==> src/core/css_pkg.sv <==
// Constants and types for the card session supply sequencer
package css_pkg;
    typedef enum logic [1:0] {
        CSS_IDLE,
        CSS_ACTIVATE,
        CSS_ACTIVE,
        CSS_DEACTIVATE
    } css_state_e;

    // System clock and internal oscillator
    localparam int CLK_PERIOD_NS = 10;
    localparam int OSC_PERIOD_NS = 400;
    localparam int OSC_DIV = OSC_PERIOD_NS / CLK_PERIOD_NS;
    localparam int STEP_OSC_PERIODS = 64;
    localparam int HALF_STEP_TICKS = STEP_OSC_PERIODS / 2;
    localparam int HALF_CNT_W = 5;

    // Sequence points in half steps
    localparam logic [3:0] ACT_IO_HALF = 4'h8;
    localparam logic [3:0] ACT_RST_HALF = 4'he;
    localparam logic [3:0] DEACT_HALVES = 4'h3;
    localparam logic [3:0] DEACT_CLK_HALF = 4'h2;
    localparam logic [3:0] DEACT_IO_HALF = 4'h1;

    // Supply reset pulse
    localparam int SUPPLY_RESET_PULSE_TIME_MS = 10;
    localparam int SUPPLY_RESET_PULSE_CYCLES =
        SUPPLY_RESET_PULSE_TIME_MS * 1000000 / CLK_PERIOD_NS;

    // Clock window limits
    localparam int CLK_WIN_OPEN_MAX_US = 130;
    localparam int CLK_WIN_OPEN_MAX_CYC =
        CLK_WIN_OPEN_MAX_US * 1000 / CLK_PERIOD_NS;
    localparam int CLK_WIN_CLOSE_MIN_US = 140;
    localparam int CLK_WIN_CLOSE_MIN_CYC =
        (CLK_WIN_CLOSE_MIN_US * 1000 + CLK_PERIOD_NS - 1) / CLK_PERIOD_NS;
    localparam int ACT_CNT_W = 15;

    // Register map
    localparam int APB_ADDR_W = 8;
    localparam logic [7:0] CTRL_OFFSET = 8'h00;
    localparam logic [7:0] STATUS_OFFSET = 8'h04;
    localparam logic [7:0] INT_STATUS_OFFSET = 8'h08;
    localparam logic [7:0] INT_MASK_OFFSET = 8'h0c;

    // Control fields
    localparam int CTRL_THR_SEL_BIT = 0;
    localparam int CTRL_DIV_LSB = 1;
    localparam logic [1:0] CTRL_DIV_RESET = 2'h0;

    // Status fields
    localparam int ST_STATE_LSB = 0;
    localparam int ST_SUPPLY_OK_BIT = 4;
    localparam int ST_PULSE_BUSY_BIT = 5;
    localparam int ST_PRESENT_BIT = 6;
    localparam int ST_CLK_RUN_BIT = 7;

    // Interrupt bits
    localparam int INT_W = 3;
    localparam int INT_ACT_DONE_BIT = 0;
    localparam int INT_DEACT_DONE_BIT = 1;
    localparam int INT_SUPPLY_FAULT_BIT = 2;

    // Card clock divider select codes
    localparam logic [1:0] DIV_SEL_8 = 2'h0;
    localparam logic [1:0] DIV_SEL_4 = 2'h1;
    localparam logic [1:0] DIV_SEL_2 = 2'h3;
endpackage : css_pkg

==> src/core/css_sequencer.sv <==
// Supply supervisor and card contact sequencer with APB registers
`timescale 1ns/1ps
module css_sequencer
    import css_pkg::*;
#(
    parameter int RESET_PULSE_CYCLES = SUPPLY_RESET_PULSE_CYCLES,
    parameter int OSC_DIVIDE = OSC_DIV
)
(
    // Clock and reset
    input wire logic i_clk,
    input wire logic i_reset,
    // APB slave
    input wire logic i_psel,
    input wire logic i_penable,
    input wire logic i_pwrite,
    input wire logic [APB_ADDR_W-1:0] i_paddr,
    input wire logic [31:0] i_pwdata,
    output logic [31:0] o_prdata,
    output logic o_pready,
    output logic o_pslverr,
    // Host command lines
    input wire logic i_activation_request_n,
    input wire logic i_card_reset_request,
    input wire logic i_card_present_in,
    input wire logic i_card_present_in_n,
    // Supply comparators, index by threshold select
    input wire logic [1:0] i_supply_above_upper,
    input wire logic [1:0] i_supply_below_lower,
    // Card contacts
    output logic o_card_vcc_en,
    output logic o_card_io_en,
    output logic o_card_clk,
    output logic o_card_rst,
    // Status
    output logic o_supply_ready,
    output logic o_irq
);
    localparam int PW = $clog2(RESET_PULSE_CYCLES + 1);
    localparam int OW = $clog2(OSC_DIVIDE + 1);
    localparam int GW = $clog2(HALF_STEP_TICKS * OSC_DIVIDE);

    typedef struct packed {
        logic req_n_s1;
        logic req_n_s2;
        logic rst_s1;
        logic rst_s2;
        logic card_present_in_s1;
        logic card_present_in_s2;
        logic card_present_in_n_s1;
        logic card_present_in_n_s2;
        logic above_s1;
        logic above_s2;
        logic below_s1;
        logic below_s2;
        logic supply_ok;
        logic pulse_busy;
        logic [PW-1:0] pulse_cnt;
        css_state_e state;
        logic [OW-1:0] osc_cnt;
        logic [HALF_CNT_W-1:0] tick_cnt;
        logic [3:0] half_idx;
        logic vcc_en;
        logic io_en;
        logic clk_run;
        logic card_rst;
        logic [2:0] div_cnt;
        logic [1:0] div_k;
        logic clk_gate;
        logic card_clk;
        logic [ACT_CNT_W-1:0] act_cnt;
        logic thr_sel;
        logic [1:0] div_sel;
        logic [INT_W-1:0] int_stat;
        logic [INT_W-1:0] int_mask;
        logic irq;
        logic [31:0] prdata;
        logic [GW-1:0] gap_cnt;
    } css_st_s;

    css_st_s st_reg;
    css_st_s st_next;
    logic present;
    logic osc_tick;
    logic half_tick;
    logic go_deact;
    logic div_wrap;
    logic [3:0] div_len;
    logic [INT_W-1:0] ev;
    logic [INT_W-1:0] w1c;
    logic apb_acc;
    logic apb_wr;
    logic mapped;
    logic [31:0] rd;

    // Register bus decode; zero wait states
    assign apb_acc = i_psel & i_penable;
    assign apb_wr = apb_acc & i_pwrite;
    assign mapped = (i_paddr == CTRL_OFFSET) || (i_paddr == STATUS_OFFSET)
        || (i_paddr == INT_STATUS_OFFSET) || (i_paddr == INT_MASK_OFFSET);
    assign o_pready = 1'b1;
    assign o_pslverr = apb_acc & ~mapped;

    // Both presence polarities count as a card in place
    assign present = st_reg.card_present_in_s2 | ~st_reg.card_present_in_n_s2;

    // Internal oscillator tick and half step pulse
    assign osc_tick = st_reg.osc_cnt == OW'(OSC_DIVIDE - 1);
    assign half_tick = osc_tick
        && st_reg.tick_cnt == HALF_CNT_W'(HALF_STEP_TICKS - 1);

    // Card clock divider period, power of two for a clean half duty
    assign div_len = 4'h1 << st_reg.div_k;
    assign div_wrap = {1'b0, st_reg.div_cnt} == div_len - 4'h1;

    // Read data mux
    always_comb
    begin
        rd = 32'h0;
        case (i_paddr)
            CTRL_OFFSET:
            begin
                rd[CTRL_THR_SEL_BIT] = st_reg.thr_sel;
                rd[CTRL_DIV_LSB +: 2] = st_reg.div_sel;
            end
            STATUS_OFFSET:
            begin
                rd[ST_STATE_LSB +: 2] = st_reg.state;
                rd[ST_SUPPLY_OK_BIT] = st_reg.supply_ok;
                rd[ST_PULSE_BUSY_BIT] = st_reg.pulse_busy;
                rd[ST_PRESENT_BIT] = present;
                rd[ST_CLK_RUN_BIT] = st_reg.clk_gate;
            end
            INT_STATUS_OFFSET: rd[INT_W-1:0] = st_reg.int_stat;
            INT_MASK_OFFSET: rd[INT_W-1:0] = st_reg.int_mask;
            default: rd = 32'h0;
        endcase
    end

    // Next state of the whole block
    always_comb
    begin
        st_next = st_reg;
        ev = '0;
        w1c = '0;
        go_deact = 1'b0;
        // Two flops per host line; first stage feeds only the second
        st_next.req_n_s1 = i_activation_request_n;
        st_next.req_n_s2 = st_reg.req_n_s1;
        st_next.rst_s1 = i_card_reset_request;
        st_next.rst_s2 = st_reg.rst_s1;
        st_next.card_present_in_s1 = i_card_present_in;
        st_next.card_present_in_s2 = st_reg.card_present_in_s1;
        st_next.card_present_in_n_s1 = i_card_present_in_n;
        st_next.card_present_in_n_s2 = st_reg.card_present_in_n_s1;
        st_next.above_s1 = i_supply_above_upper[st_reg.thr_sel];
        st_next.above_s2 = st_reg.above_s1;
        st_next.below_s1 = i_supply_below_lower[st_reg.thr_sel];
        st_next.below_s2 = st_reg.below_s1;

        // Supervisor: hysteresis band keeps the current verdict
        if (st_reg.below_s2)
        begin
            st_next.supply_ok = 1'b0;
            st_next.pulse_busy = 1'b0;
            st_next.pulse_cnt = '0;
        end
        else if (!st_reg.supply_ok)
        begin
            if (!st_reg.above_s2)
            begin
                st_next.pulse_busy = 1'b0;
                st_next.pulse_cnt = '0;
            end
            else if (st_reg.pulse_cnt == PW'(RESET_PULSE_CYCLES - 1))
            begin
                st_next.supply_ok = 1'b1;
                st_next.pulse_busy = 1'b0;
                st_next.pulse_cnt = '0;
            end
            else
            begin
                st_next.pulse_busy = 1'b1;
                st_next.pulse_cnt = st_reg.pulse_cnt + PW'(1);
            end
        end

        // Step timing free-runs; restarted at each sequence entry
        st_next.osc_cnt = osc_tick ? '0 : st_reg.osc_cnt + OW'(1);
        if (osc_tick)
        begin
            st_next.tick_cnt = half_tick ? '0 : st_reg.tick_cnt + 1'b1;
        end
        if (st_reg.state == CSS_ACTIVATE && !(&st_reg.act_cnt))
        begin
            st_next.act_cnt = st_reg.act_cnt + 1'b1;
        end

        // Contact sequencer
        case (st_reg.state)
            CSS_IDLE:
            begin
                // Commands ignored until supply and pulse are done
                if (st_reg.supply_ok && !st_reg.req_n_s2 && present)
                begin
                    st_next.state = CSS_ACTIVATE;
                    st_next.half_idx = '0;
                    st_next.osc_cnt = '0;
                    st_next.tick_cnt = '0;
                    st_next.act_cnt = '0;
                    st_next.vcc_en = 1'b1;
                end
            end
            CSS_ACTIVATE:
            begin
                if (!st_reg.supply_ok || st_reg.req_n_s2)
                begin
                    go_deact = 1'b1;
                end
                else
                begin
                    if (half_tick)
                    begin
                        st_next.half_idx = st_reg.half_idx + 4'h1;
                    end
                    // Window opens with the data lines at 4 steps
                    if (st_next.half_idx >= ACT_IO_HALF)
                    begin
                        st_next.io_en = 1'b1;
                    end
                    // Clock starts once reset request is low in window
                    if (st_reg.io_en && !st_reg.rst_s2)
                    begin
                        st_next.clk_run = 1'b1;
                    end
                    // At 7 steps the window closes and reset follows
                    if (st_next.half_idx == ACT_RST_HALF)
                    begin
                        st_next.state = CSS_ACTIVE;
                        st_next.clk_run = 1'b1;
                        ev[INT_ACT_DONE_BIT] = 1'b1;
                    end
                end
            end
            CSS_ACTIVE:
            begin
                if (!st_reg.supply_ok || st_reg.req_n_s2)
                begin
                    go_deact = 1'b1;
                end
                else
                begin
                    st_next.card_rst = st_reg.rst_s2;
                end
            end
            CSS_DEACTIVATE:
            begin
                // Counting back down: clock, then lines, then supply
                if (half_tick)
                begin
                    st_next.half_idx = st_reg.half_idx - 4'h1;
                    if (st_next.half_idx <= DEACT_CLK_HALF)
                    begin
                        st_next.clk_run = 1'b0;
                    end
                    if (st_next.half_idx <= DEACT_IO_HALF)
                    begin
                        st_next.io_en = 1'b0;
                    end
                    if (st_next.half_idx == 4'h0)
                    begin
                        st_next.vcc_en = 1'b0;
                        st_next.state = CSS_IDLE;
                        ev[INT_DEACT_DONE_BIT] = 1'b1;
                    end
                end
            end
            default:
            begin
                st_next.state = CSS_IDLE;
            end
        endcase

        // Any exit from a session, supply loss included
        if (go_deact)
        begin
            st_next.state = CSS_DEACTIVATE;
            st_next.half_idx = DEACT_HALVES;
            st_next.osc_cnt = '0;
            st_next.tick_cnt = '0;
            st_next.card_rst = 1'b0;
            ev[INT_SUPPLY_FAULT_BIT] = ~st_reg.supply_ok;
        end

        // Card clock changes rate and gate only at a period boundary
        if (div_wrap)
        begin
            st_next.div_cnt = 3'h0;
            st_next.clk_gate = st_reg.clk_run;
            case (st_reg.div_sel)
                DIV_SEL_8: st_next.div_k = 2'h3;
                DIV_SEL_4: st_next.div_k = 2'h2;
                DIV_SEL_2: st_next.div_k = 2'h1;
                default: st_next.div_k = 2'h1; // Fastest the flops allow
            endcase
        end
        else
        begin
            st_next.div_cnt = st_reg.div_cnt + 3'h1;
        end
        st_next.card_clk = st_next.clk_gate
            && ({1'b0, st_next.div_cnt} < ((4'h1 << st_next.div_k) >> 1));
        // Cycles into the current half step, watched by the step check
        st_next.gap_cnt = (st_next.osc_cnt == '0 && st_next.tick_cnt == '0)
            ? '0 : st_reg.gap_cnt + GW'(1);

        // Registers: writes act on the access edge
        if (apb_wr && i_paddr == CTRL_OFFSET)
        begin
            st_next.thr_sel = i_pwdata[CTRL_THR_SEL_BIT];
            st_next.div_sel = i_pwdata[CTRL_DIV_LSB +: 2];
        end
        if (apb_wr && i_paddr == INT_MASK_OFFSET)
        begin
            st_next.int_mask = i_pwdata[INT_W-1:0];
        end
        if (apb_wr && i_paddr == INT_STATUS_OFFSET)
        begin
            w1c = i_pwdata[INT_W-1:0];
        end
        // Set wins over a clear in the same cycle
        st_next.int_stat = (st_reg.int_stat & ~w1c) | ev;
        st_next.irq = |(st_next.int_stat & st_next.int_mask);
        // Read data captured in setup, stable through access
        if (i_psel && !i_penable)
        begin
            st_next.prdata = rd;
        end
    end

    // State register
    always_ff @(posedge i_clk)
    begin
        if (i_reset)
        begin
            st_reg <= '0;
            st_reg.req_n_s1 <= 1'b1;
            st_reg.req_n_s2 <= 1'b1;
            st_reg.card_present_in_n_s1 <= 1'b1;
            st_reg.card_present_in_n_s2 <= 1'b1;
            st_reg.div_k <= 2'h3;
        end
        else
        begin
            st_reg <= st_next;
        end
    end

    // Outputs straight from flops
    assign o_prdata = st_reg.prdata;
    assign o_card_vcc_en = st_reg.vcc_en;
    assign o_card_io_en = st_reg.io_en;
    assign o_card_clk = st_reg.card_clk;
    assign o_card_rst = st_reg.card_rst;
    assign o_supply_ready = st_reg.supply_ok;
    assign o_irq = st_reg.irq;
endmodule : css_sequencer

==> config.mk <==
export PLATFORM = sky130hd
export DESIGN_NAME = css_sequencer
export DESIGN_NICKNAME = d
export VERILOG_FILES = /design/src/core/css_pkg.sv /design/src/core/css_sequencer.sv
export SDC_FILE = /design/constraint.sdc
export NUM_CORES = 1
export LEC_CHECK = 0
export BUFFER_PORTS_ARGS = -buffer_cell sky130_fd_sc_hd__buf_2
export CAP_MARGIN = 40
export CORE_ASPECT_RATIO = 1.1
export CORE_MARGIN = 8
export CORE_UTILIZATION = 40
export CTS_CLUSTER_DIAMETER = 150
export DETAILED_ROUTE_END_ITERATION = 6
export PLACE_DENSITY = 0.66
export SETUP_SLACK_MARGIN = 0.05
export SLEW_MARGIN = 20
export SYNTH_ARGS = -nofsm -noshare
export SYNTH_HDL_FRONTEND = slang
export SYNTH_SLANG_ARGS = --single-unit
==> constraint.sdc <==
create_clock -name i_clk -period 2 [get_ports i_clk]
set_input_delay 0.1 -clock i_clk [delete_from_list [all_inputs] [get_ports i_clk]]
set_output_delay 0.1 -clock i_clk [all_outputs]
set_load 0.01 [all_outputs]
==> metrics.txt, run 1 <==
# TYPE chip_impl_metric gauge
chip_impl_metric{name="ys_seq_area_frac",unit=""} 0.371
chip_impl_metric{name="placement_rows",unit=""} 39
chip_impl_metric{name="final_min_period_over_clock_period",unit=""} 1.07
chip_impl_info{name="source_of_the_worst_register_to_register_timing_path",value="st_reg[72]"} 1
chip_impl_metric{name="die_height",unit="um"} 124
chip_impl_metric{name="grt_util_met1",unit=""} 0.160
chip_impl_metric{name="synth-seq-cells",unit=""} 79
chip_impl_info{name="hold_path.class",value="primary input to flip-flop"} 1
chip_impl_metric{name="critical_path_required",unit="ns"} 2.24
chip_impl_metric{name="clock_latency_at_the_later_pin_of_the_worst_skew_pair",unit="ns"} 0.33
chip_impl_metric{name="crit_path_max_fanout",unit=""} 4
chip_impl_metric{name="grt_pass1_vias",unit=""} 3819
chip_impl_metric{name="floorplan.core_area",unit="mm2"} 0.0104
chip_impl_metric{name="total_of_endpoints_with_negative_setup_slack_in_the_final_report",unit=""} 3
chip_impl_info{name="violations",value="negative setup slack"} 1
chip_impl_metric{name="fin_ws",unit="ns"} -0.142
chip_impl_metric{name="max-slew-margin-rel",unit=""} 0.666
chip_impl_info{name="synth_largest_area_cell",value="dfxtp_1"} 1
chip_impl_metric{name="antenna_found_initial",unit=""} 0
chip_impl_info{name="min_to",value="st_next[118]"} 1
chip_impl_metric{name="synth_warnings",unit=""} 0
chip_impl_metric{name="timing_max_transition_violations_final",unit=""} 0
chip_impl_metric{name="cap_viol_max_count",unit=""} 0
chip_impl_metric{name="start_util",unit=""} 0.410
chip_impl_metric{name="clock_path_buffers",unit=""} 2
chip_impl_metric{name="place.port_buffers",unit=""} 37
chip_impl_info{name="clock-root-buffer",value="clkbuf_16"} 1
chip_impl_metric{name="vdd_ir_drop_max",unit="uV"} 522
chip_impl_metric{name="grt_max_degree",unit=""} 27
chip_impl_info{name="grt_setup_unrepaired",value="yes"} 1
chip_impl_metric{name="post_route_cells_drive_above_1_share",unit=""} 0.300
chip_impl_metric{name="sw_frac_of_total",unit=""} 0.312
chip_impl_info{name="yosys-top-cells-area",value="dfxtp_1, nor2_1, buf_4"} 1
chip_impl_metric{name="netSwitchingPower",unit="mW"} 1.66
chip_impl_metric{name="via_count",unit=""} 3731
chip_impl_info{name="result_of_the_run",value="finished, violations left"} 1
chip_impl_metric{name="gp_congestion",unit=""} 0.877
chip_impl_metric{name="timing.critical_path.arrival",unit="ns"} 2.39
chip_impl_info{name="path_class",value="flip-flop to flip-flop"} 1
chip_impl_metric{name="place_hpwl",unit="um"} 7590
chip_impl_metric{name="power_density_over_the_cells",unit="mW/mm2"} 962
chip_impl_metric{name="detail_route.first_pass.iterations",unit=""} 4
chip_impl_metric{name="syn2layout_area_growth",unit="%"} 29.7
chip_impl_metric{name="r2r_cells",unit=""} 9
chip_impl_info{name="synth_most_common_cell",value="dfxtp_1"} 1
chip_impl_metric{name="grt-ovfl-total",unit=""} 0
chip_impl_metric{name="seq_power_share",unit=""} 0.329
chip_impl_metric{name="max_clock_freq",unit="MHz"} 467
chip_impl_metric{name="gr-usage-met2",unit=""} 0.256
chip_impl_metric{name="synth_largest_type_area_fraction",unit=""} 0.371
chip_impl_metric{name="syn_area",unit="mm2"} 0.00426
chip_impl_metric{name="synthesis.area_per_instance",unit="um2"} 8.60
chip_impl_metric{name="h-tree-depth",unit=""} 3
chip_impl_metric{name="insertedDiodeCount",unit=""} 0
chip_impl_metric{name="clock-sinks",unit=""} 79
chip_impl_metric{name="netlist-cell-type-count",unit=""} 66
chip_impl_metric{name="cts_made_buffers",unit=""} 9
chip_impl_metric{name="routedWlPerCell",unit="um"} 14.3
chip_impl_info{name="cts_tree",value="built"} 1
chip_impl_metric{name="place_worst_setup_slack",unit="ns"} -0.183
chip_impl_metric{name="grtUsageTotal",unit=""} 0.144
chip_impl_metric{name="synth-edff-count",unit=""} 0
chip_impl_metric{name="wire_length_of_the_first_global_routing_pass",unit="um"} 17000
chip_impl_info{name="cp-end-kind",value="flip-flop"} 1
chip_impl_metric{name="min_delay_path_depth",unit=""} 3
chip_impl_metric{name="post_layout_nonfiller_instances",unit=""} 729
chip_impl_metric{name="drt_wl_total",unit="um"} 10500
chip_impl_metric{name="detail_route.vias_per_cell",unit=""} 5.12
chip_impl_metric{name="post_placement_cell_count",unit=""} 704
chip_impl_metric{name="drt_iter0_drc",unit=""} 148
chip_impl_metric{name="comb_power_share",unit=""} 0.303
chip_impl_metric{name="max_slew.worst_pin.slew",unit="ns"} 0.501
chip_impl_metric{name="worst-r2r-setup-slack",unit="ns"} -0.14
chip_impl_info{name="ys.flop_type",value="dfxtp_1"} 1
chip_impl_metric{name="final_nets",unit=""} 651
chip_impl_metric{name="skew",unit="ns"} 0.00787
chip_impl_metric{name="worst_setup_hold_path_clk_slew",unit="ns"} 0.06
chip_impl_metric{name="cellInternalPower",unit="mW"} 3.66
chip_impl_metric{name="globalRouteMet3Util",unit=""} 0.0296
chip_impl_metric{name="largest_register_ffs",unit=""} 60
chip_impl_metric{name="clock_power_share",unit=""} 0.368
chip_impl_info{name="crit_path_start_kind",value="flip-flop"} 1
chip_impl_metric{name="synth_async_sr_flop_share",unit=""} 0
chip_impl_metric{name="drcViolationCount",unit=""} 0
chip_impl_metric{name="leakage",unit="nW"} 2.29
chip_impl_metric{name="final_period_demand_of_the_worst_path",unit="ns"} 2.14
chip_impl_info{name="grt_most_used_layer",value="met2"} 1
chip_impl_metric{name="timing.final.hold_violations",unit=""} 0
chip_impl_metric{name="floorplan.die_area",unit="mm2"} 0.0142
chip_impl_metric{name="num_io_pins",unit=""} 93
chip_impl_metric{name="postRouteAntennaNets",unit=""} 0
chip_impl_info{name="holdCritStartpoint",value="i_supply_below_lower[0]"} 1
chip_impl_info{name="reg2reg_to",value="o_card_clk"} 1
chip_impl_metric{name="horizontal_extent_of_the_die",unit="um"} 114
chip_impl_metric{name="syn_inst",unit=""} 495
chip_impl_info{name="synth_top_cells_by_count",value="dfxtp_1, nor2_1, buf_4"} 1
-- cell usage in the layout (no fill, tap or decap), types with 4 or more instances in the layout --
| cell type | count |
|---|---|
| buf_2 | 37 |
| inv_1 | 18 |
| nor2b_1 | 13 |
| xnor2_1 | 16 |
| nand2b_1 | 4 |
| a211o_1 | 5 |
| ha_1 | 12 |
| a211oi_2 | 5 |
| nand3_1 | 10 |
| dfxtp_1 | 71 |
| nor2_1 | 66 |
| dfxtp_2 | 7 |
| xor2_1 | 12 |
| ha_4 | 4 |
| o21ai_0 | 13 |
| or2_2 | 6 |
| mux2i_1 | 12 |
| buf_4 | 57 |
| nor4_1 | 7 |
| dlygate4sd3_1 | 4 |
| nand2_1 | 27 |
| clkbuf_16 | 9 |
| a21oi_1 | 14 |
| conb_1 | 26 |
| or3_1 | 5 |
| nor3_1 | 8 |
| nand4_1 | 6 |
| a22oi_1 | 7 |
| and2_1 | 4 |
| nand3b_1 | 6 |
-- critical path, cell delays in order, from the launching register on --
cell and delay [ns]:
dfxtp_2 0.32, or2_4 0.25, a2111oi_4 0.38, buf_4 0.19, or2_4 0.13, nor2_2 0.05, a21oi_2 0.11, ha_1 0.25
o2111ai_2 0.07, nor4bb_4 0.30
-- timing repair --
action,4_1_cts,5_1_grt
gates resized for setup,31,22
endpoints found under the setup margin,12,31
hold endpoints to repair,4,0
setup buffers,4,2
hold buffers,4,0
pin swaps,25,25
-- layout make-up --
cell class / count / area [um2]
clock inverters: 6 / 115
repair buffers: 102 / 707
well taps: 143 / 179
flip-flops and latches: 79 / 1590
fillers: 957 / 4870
clock buffers: 10 / 239
multi-input cells: 371 / 2620
inverters: 18 / 67.6
-- worst max-delay path by stage --
stage                    start         end  slack (ns)  cells after the start
detailed placement  st_reg[72]  o_card_clk       -0.18                      8
global route        st_reg[72]  o_card_clk       -0.26                      9
finish              st_reg[72]  o_card_clk       -0.14                      9
global placement    st_reg[72]  o_card_clk       -0.12                      8
CTS                 st_reg[72]  o_card_clk       -0.17                      8
floorplan           st_reg[72]  o_card_clk       -0.02                      8
-- layer usage --
layer  part of all wire  vias to the layer above  wire (um)
li1                   -                     1842          -
met1               0.43                     1804       4520
met2               0.51                       65       5300
met3              0.038                       20        402
met4              0.022                        0        225
met5                  0                        -          0
-- power groups by stage --
| stage | Combinational (mW) | Clock [mW] | Sequential (mW) |
|---|---|---|---|
| final | 1.61 | 1.95 | 1.75 |
| after global routing | 1.73 | 2.05 | 1.76 |
| after CTS | 1.53 | 1.97 | 1.75 |
| after detailed placement | 1.41 | 0 | 1.77 |
| after global placement | 1.40 | 0 | 1.77 |
| after floorplan | 0.910 | 0 | 1.78 |
-- through the flow --
stage	total power, mW	hold WS, ns	setup TNS, ns	area (um2)	util
after detailed placement	3.19	0.289	-0.337	4860	0.468
after CTS	5.25	0.0413	-0.172	5430	0.522
after global placement	3.17	0.289	-0.141	4860	0.468
final	5.31	0.0446	-0.197	5530	0.532
after global routing	5.54	0.0578	-0.611	5530	0.532
after floorplan	2.69	0.204	-0.0186	4400	-
-- logic make-up (layout without fill, tap and decap cells) --
family,Yosys count,count (layout),share of synthesized area
xor+xnor,28,28,0.0576
buf+inv,69,136,0.0928
other cells,2,26,0.00176
flops,79,79,0.371
compound gates,78,78,0.127
simple gates,205,205,0.253
mux,17,17,0.0467
fa+ha+maj,17,17,0.0499
No activity file was read; power rests on OpenSTA's default activity.
==> run 2, diff against run 1 <==
Settings changed: SKIP_LAST_GASP from default to 1.
==> metrics.txt, run 2 (synthesis results as in run 1) <==
# TYPE chip_impl_metric gauge
chip_impl_metric{name="grt-ovfl-total",unit=""} 0
chip_impl_info{name="source_of_the_worst_register_to_register_timing_path",value="st_reg[72]"} 1
chip_impl_metric{name="via_count",unit=""} 3703
chip_impl_metric{name="h-tree-depth",unit=""} 3
chip_impl_metric{name="fin_ws",unit="ns"} -0.141
chip_impl_metric{name="placement_rows",unit=""} 39
chip_impl_metric{name="r2r_cells",unit=""} 9
chip_impl_metric{name="finish.instance_area",unit="mm2"} 0.00550
chip_impl_metric{name="grt_max_degree",unit=""} 27
chip_impl_metric{name="power",unit="mW"} 5.29
chip_impl_metric{name="floorplan.die_area",unit="mm2"} 0.0142
chip_impl_metric{name="worst-r2r-setup-slack",unit="ns"} -0.14
chip_impl_metric{name="detail_route.first_pass.iterations",unit=""} 4
chip_impl_metric{name="cellInternalPower",unit="mW"} 3.65
chip_impl_metric{name="seq_power_share",unit=""} 0.331
chip_impl_info{name="critPathCapture",value="o_card_clk"} 1
chip_impl_metric{name="postRouteAntennaNets",unit=""} 0
chip_impl_metric{name="clock-sinks",unit=""} 79
chip_impl_metric{name="timing.critical_path.arrival",unit="ns"} 2.38
chip_impl_metric{name="detail_route.vias_per_cell",unit=""} 5.08
chip_impl_metric{name="start_util",unit=""} 0.410
chip_impl_metric{name="antenna_found_initial",unit=""} 0
chip_impl_metric{name="skew",unit="ns"} 0.00699
chip_impl_metric{name="floorplan.core_area",unit="mm2"} 0.0104
chip_impl_info{name="reg2reg_to",value="o_card_clk"} 1
chip_impl_metric{name="post_route_cells_drive_above_1_share",unit=""} 0.297
chip_impl_metric{name="max_clock_freq",unit="MHz"} 467
chip_impl_metric{name="crit_path_max_fanout",unit=""} 4
chip_impl_info{name="final_cell_mix",value="dfxtp_1, nor2_1, buf_4"} 1
chip_impl_metric{name="routedWlPerCell",unit="um"} 14.2
chip_impl_info{name="clock-root-buffer",value="clkbuf_16"} 1
chip_impl_metric{name="drt_iter0_drc",unit=""} 145
chip_impl_metric{name="cts_made_buffers",unit=""} 9
chip_impl_metric{name="drcViolationCount",unit=""} 0
chip_impl_metric{name="gp_congestion",unit=""} 0.877
chip_impl_info{name="violations",value="negative setup slack"} 1
chip_impl_metric{name="comb_power_share",unit=""} 0.301
chip_impl_metric{name="num_io_pins",unit=""} 93
chip_impl_metric{name="clock_latency_at_the_later_pin_of_the_worst_skew_pair",unit="ns"} 0.33
chip_impl_metric{name="vdd_ir_drop_max",unit="uV"} 523
chip_impl_metric{name="clock_power_share",unit=""} 0.368
chip_impl_metric{name="power_density_over_the_cells",unit="mW/mm2"} 962
chip_impl_metric{name="leakage",unit="nW"} 2.29
chip_impl_metric{name="horizontal_extent_of_the_die",unit="um"} 114
chip_impl_metric{name="total_of_endpoints_with_negative_setup_slack_in_the_final_report",unit=""} 3
chip_impl_metric{name="grtUsageTotal",unit=""} 0.143
chip_impl_info{name="cts_tree",value="built"} 1
chip_impl_metric{name="nFillCells",unit=""} 960
chip_impl_metric{name="clock_path_buffers",unit=""} 2
chip_impl_metric{name="final_nets",unit=""} 651
chip_impl_metric{name="cap_viol_max_count",unit=""} 0
chip_impl_metric{name="place.port_buffers",unit=""} 37
chip_impl_metric{name="drt_wl_total",unit="um"} 10400
chip_impl_metric{name="netSwitchingPower",unit="mW"} 1.64
chip_impl_metric{name="final_min_period_over_clock_period",unit=""} 1.07
chip_impl_metric{name="timing_max_transition_violations_final",unit=""} 0
chip_impl_metric{name="place_hpwl",unit="um"} 7590
chip_impl_metric{name="hold_slack",unit="ns"} 0.0454
chip_impl_info{name="crit_path_start_kind",value="flip-flop"} 1
chip_impl_metric{name="worst_setup_hold_path_clk_slew",unit="ns"} 0.06
chip_impl_metric{name="final_period_demand_of_the_worst_path",unit="ns"} 2.14
chip_impl_info{name="layout_commonest_cell",value="dfxtp_1"} 1
chip_impl_info{name="path_class",value="flip-flop to flip-flop"} 1
chip_impl_metric{name="place_worst_setup_slack",unit="ns"} -0.183
chip_impl_metric{name="wire_length_of_the_first_global_routing_pass",unit="um"} 16900
chip_impl_info{name="worstSetupStartpoint",value="st_reg[72]"} 1
chip_impl_metric{name="insertedDiodeCount",unit=""} 0
chip_impl_metric{name="die_height",unit="um"} 124
chip_impl_metric{name="critical_path_required",unit="ns"} 2.24
chip_impl_metric{name="min_delay_path_depth",unit=""} 3
chip_impl_info{name="cp-end-kind",value="flip-flop"} 1
chip_impl_metric{name="syn2layout_area_growth",unit="%"} 29.2
chip_impl_metric{name="final_util",unit=""} 0.529
chip_impl_metric{name="largest_register_ffs",unit=""} 60
chip_impl_info{name="hold_path.class",value="primary input to flip-flop"} 1
chip_impl_info{name="result_of_the_run",value="finished, violations left"} 1
chip_impl_metric{name="timing.final.hold_violations",unit=""} 0
chip_impl_metric{name="sw_frac_of_total",unit=""} 0.309
chip_impl_metric{name="grt_pass1_vias",unit=""} 3792
chip_impl_metric{name="post_dp_cell_area",unit="mm2"} 0.00486
chip_impl_info{name="grt_setup_unrepaired",value="yes"} 1
## run 2: power groups by stage
stage               registers, mW  logic [mW]  clock network, mW
floorplan                    1.78       0.910                  0
global placement             1.77        1.40                  0
detailed placement           1.77        1.41                  0
CTS                          1.75        1.52               1.97
global route                 1.76        1.72               2.05
finish                       1.75        1.59               1.95
## run 2: per-layer routing
layer	track usage	wire length, um	up-vias
met3	0.0296	522	17
met5	0	0	-
li1	-	-	1839
met2	0.256	5270	81
met4	0.0612	214	0
met1	0.158	4370	1766
## run 2: stage by stage
step / std cells / TNS, ns
2_1_floorplan: 519 / -0.0186
3_3_place_gp: 704 / -0.141
3_5_place_dp: 704 / -0.337
4_1_cts: 727 / -0.172
5_1_grt: 729 / -0.644
6_report: 729 / -0.194
## run 2: worst min path at each step
stage	startpoint	slack [ns]	end
2_1_floorplan	i_card_present_in_n	0.20	st_next[122]
3_3_place_gp	i_card_present_in_n	0.29	st_next[122]
3_5_place_dp	i_card_present_in_n	0.29	st_next[122]
4_1_cts	i_pwdata[1]	0.04	st_reg[50]
5_1_grt	i_pwdata[0]	0.06	st_reg[52]
6_report	i_supply_below_lower[0]	0.05	st_next[118]
## run 2: area by class of cell
| class | count | area, um2 | share of cell area |
|---|---|---|---|
| clock inverter | 6 | 115 | 0.0209 |
| multi-input combinational | 371 | 2610 | 0.475 |
| clock buffer | 10 | 239 | 0.0434 |
| timing repair buffer | 102 | 696 | 0.126 |
| tap | 143 | 179 | 0.0325 |
| inverter | 18 | 67.6 | 0.0123 |
| sequential | 79 | 1590 | 0.290 |
## run 2: what timing repair did
action                                  CTS  global route
hold endpoints to repair                  4             0
hold buffers                              4             0
setup buffers                             4             2
cloned                                    0             0
resized for setup                        26            22
endpoints found under the setup margin   12            31
pin swaps                                24            24
## run 2: critical path, stage by stage, from the launching register on
cell,delay (ns)
dfxtp_2,0.32
or2_4,0.25
a2111oi_4,0.38
buf_4,0.19
or2_4,0.13
nor2_2,0.05
a21oi_2,0.11
ha_1,0.25
o2111ai_2,0.07
nor4bb_4,0.30
==> run 3, diff against run 2 <==
Settings changed: PLACE_DENSITY 0.66 to default.
==> metrics.txt, run 3 (synthesis results as in run 1) <==
# TYPE chip_impl_metric gauge
chip_impl_metric{name="post_placement_cell_count",unit=""} 708
chip_impl_metric{name="max_slew.worst_pin.slew",unit="ns"} 0.502
chip_impl_metric{name="detail_route.first_pass.iterations",unit=""} 4
chip_impl_metric{name="crit_path_max_fanout",unit=""} 6
chip_impl_metric{name="post_layout_nonfiller_instances",unit=""} 729
chip_impl_metric{name="cap_viol_max_count",unit=""} 0
chip_impl_metric{name="leakage",unit="nW"} 2.25
chip_impl_metric{name="floorplan.die_area",unit="mm2"} 0.0142
chip_impl_metric{name="grt-ovfl-total",unit=""} 0
chip_impl_metric{name="fin_ws",unit="ns"} -0.0663
chip_impl_metric{name="nFillCells",unit=""} 955
chip_impl_info{name="cp-end-kind",value="flip-flop"} 1
chip_impl_metric{name="max-slew-margin-rel",unit=""} 0.665
chip_impl_metric{name="timing.final.hold_violations",unit=""} 0
chip_impl_metric{name="cts_made_buffers",unit=""} 9
chip_impl_metric{name="postRouteAntennaNets",unit=""} 0
chip_impl_info{name="grt_setup_unrepaired",value="yes"} 1
chip_impl_metric{name="start_util",unit=""} 0.410
chip_impl_metric{name="place_hpwl",unit="um"} 7520
chip_impl_metric{name="min_delay_path_depth",unit=""} 3
chip_impl_metric{name="worst_setup_hold_path_clk_slew",unit="ns"} 0.06
chip_impl_metric{name="r2r_cells",unit=""} 8
chip_impl_metric{name="globalRouteMet3Util",unit=""} 0.0369
chip_impl_metric{name="timing_max_transition_violations_final",unit=""} 0
chip_impl_metric{name="routedWlPerCell",unit="um"} 14.1
chip_impl_metric{name="post_route_cells_drive_above_1_share",unit=""} 0.305
chip_impl_metric{name="die_height",unit="um"} 124
chip_impl_info{name="crit_path_start_kind",value="flip-flop"} 1
chip_impl_metric{name="gr-usage-met2",unit=""} 0.238
chip_impl_metric{name="max_clock_freq",unit="MHz"} 484
chip_impl_metric{name="via_count",unit=""} 3645
chip_impl_metric{name="grt_max_degree",unit=""} 27
chip_impl_metric{name="antenna_found_initial",unit=""} 0
chip_impl_metric{name="num_io_pins",unit=""} 93
chip_impl_metric{name="place.port_buffers",unit=""} 37
chip_impl_metric{name="clock_path_buffers",unit=""} 2
chip_impl_metric{name="timing.critical_path.arrival",unit="ns"} 2.32
chip_impl_info{name="violations",value="negative setup slack"} 1
chip_impl_metric{name="horizontal_extent_of_the_die",unit="um"} 114
chip_impl_metric{name="final_nets",unit=""} 651
chip_impl_info{name="layout_commonest_cell",value="dfxtp_1"} 1
chip_impl_metric{name="final_period_demand_of_the_worst_path",unit="ns"} 2.07
chip_impl_metric{name="final_min_period_over_clock_period",unit=""} 1.03
chip_impl_metric{name="total_of_endpoints_with_negative_setup_slack_in_the_final_report",unit=""} 6
chip_impl_metric{name="skew",unit="ns"} 0.00686
chip_impl_metric{name="detail_route.vias_per_cell",unit=""} 5.00
chip_impl_info{name="clock-root-buffer",value="clkbuf_16"} 1
chip_impl_metric{name="placement_rows",unit=""} 39
chip_impl_metric{name="final_util",unit=""} 0.526
chip_impl_metric{name="insertedDiodeCount",unit=""} 0
chip_impl_metric{name="clock-sinks",unit=""} 79
chip_impl_metric{name="critical_path_required",unit="ns"} 2.25
chip_impl_metric{name="wire_length_of_the_first_global_routing_pass",unit="um"} 16800
chip_impl_info{name="path_class",value="flip-flop to flip-flop"} 1
chip_impl_metric{name="grt_pass1_vias",unit=""} 3584
chip_impl_info{name="hold_path.class",value="primary input to flip-flop"} 1
chip_impl_metric{name="drt_iter0_drc",unit=""} 156
chip_impl_metric{name="vdd_ir_drop_max",unit="uV"} 497
chip_impl_metric{name="largest_register_ffs",unit=""} 60
chip_impl_metric{name="gp_congestion",unit=""} 0.887
chip_impl_metric{name="hold_slack",unit="ns"} 0.0381
chip_impl_metric{name="clock_latency_at_the_later_pin_of_the_worst_skew_pair",unit="ns"} 0.34
chip_impl_info{name="cts_tree",value="built"} 1
chip_impl_info{name="grt_most_used_layer",value="met2"} 1
chip_impl_info{name="final_cell_mix",value="dfxtp_1, nor2_1, buf_4"} 1
chip_impl_metric{name="floorplan.core_area",unit="mm2"} 0.0104
chip_impl_metric{name="drcViolationCount",unit=""} 0
chip_impl_info{name="result_of_the_run",value="finished, violations left"} 1
chip_impl_metric{name="power",unit="mW"} 5.04
chip_impl_metric{name="syn2layout_area_growth",unit="%"} 28.4
chip_impl_metric{name="power_density_over_the_cells",unit="mW/mm2"} 921
chip_impl_metric{name="drt_wl_total",unit="um"} 10300
chip_impl_metric{name="h-tree-depth",unit=""} 3
chip_impl_metric{name="grtUsageTotal",unit=""} 0.144
chip_impl_metric{name="grt_util_met1",unit=""} 0.172
run 3: what timing repair did:
item                                    4_1_cts  5_1_grt
pin swaps                                    17       19
endpoints found under the setup margin       10       28
cloned                                        0        0
gates resized for setup                      32       23
hold endpoints to repair                      4        0
hold buffers                                  4        0
setup buffers                                 1        2
run 3: area by class of cell:
class,count,area (um2),share of cell area
Sequential cell,79,1590,0.291
Clock buffer,11,253,0.0462
Tap cell,143,179,0.0327
Multi-Input combinational cell,371,2630,0.481
Timing Repair Buffer,102,691,0.126
Inverter,18,67.6,0.0124
Clock inverter,5,56.3,0.0103
run 3: layer usage:
metal  vias up  wire length [um]
met5         -                 0
met2        74              4950
met3        15               417
li1       1844                 -
met1      1712              4690
met4         0               185
run 3: worst paths after layout:
path           startpoint  slack, ns     endpoint
max            st_reg[72]      -0.07   o_card_clk
min           i_pwdata[2]       0.04   st_reg[51]
max reg2reg    st_reg[72]      -0.07   o_card_clk
min reg2reg  st_next[122]       0.42  st_reg[122]
run 3: per-stage QoR:
stage | worst slack (ns) | cell area [um2] | TNS [ns]
final | -0.0663 | 5470 | -0.194
after global placement | -0.0807 | 4880 | -0.0956
after global routing | -0.209 | 5470 | -0.751
after detailed placement | -0.146 | 4880 | -0.226
after floorplan | -0.0186 | 4400 | -0.0186
after CTS | -0.122 | 5370 | -0.122
run 3: where the power goes:
group	total [mW]	switching, mW	internal (mW)
Sequential	1.76	0.0825	1.68
Clock	1.68	0.650	1.03
Combinational	1.59	0.883	0.711
Total	5.04	1.62	3.42
run 3: critical path, stage by stage, from the launching register on:
cell	delay [ns]
dfxtp_1	0.32
or2_4	0.26
a2111oi_4	0.40
nor2_4	0.10
nor3_2	0.12
a31oi_1	0.06
ha_1	0.32
a21oi_1	0.13
nor4bb_2	0.26
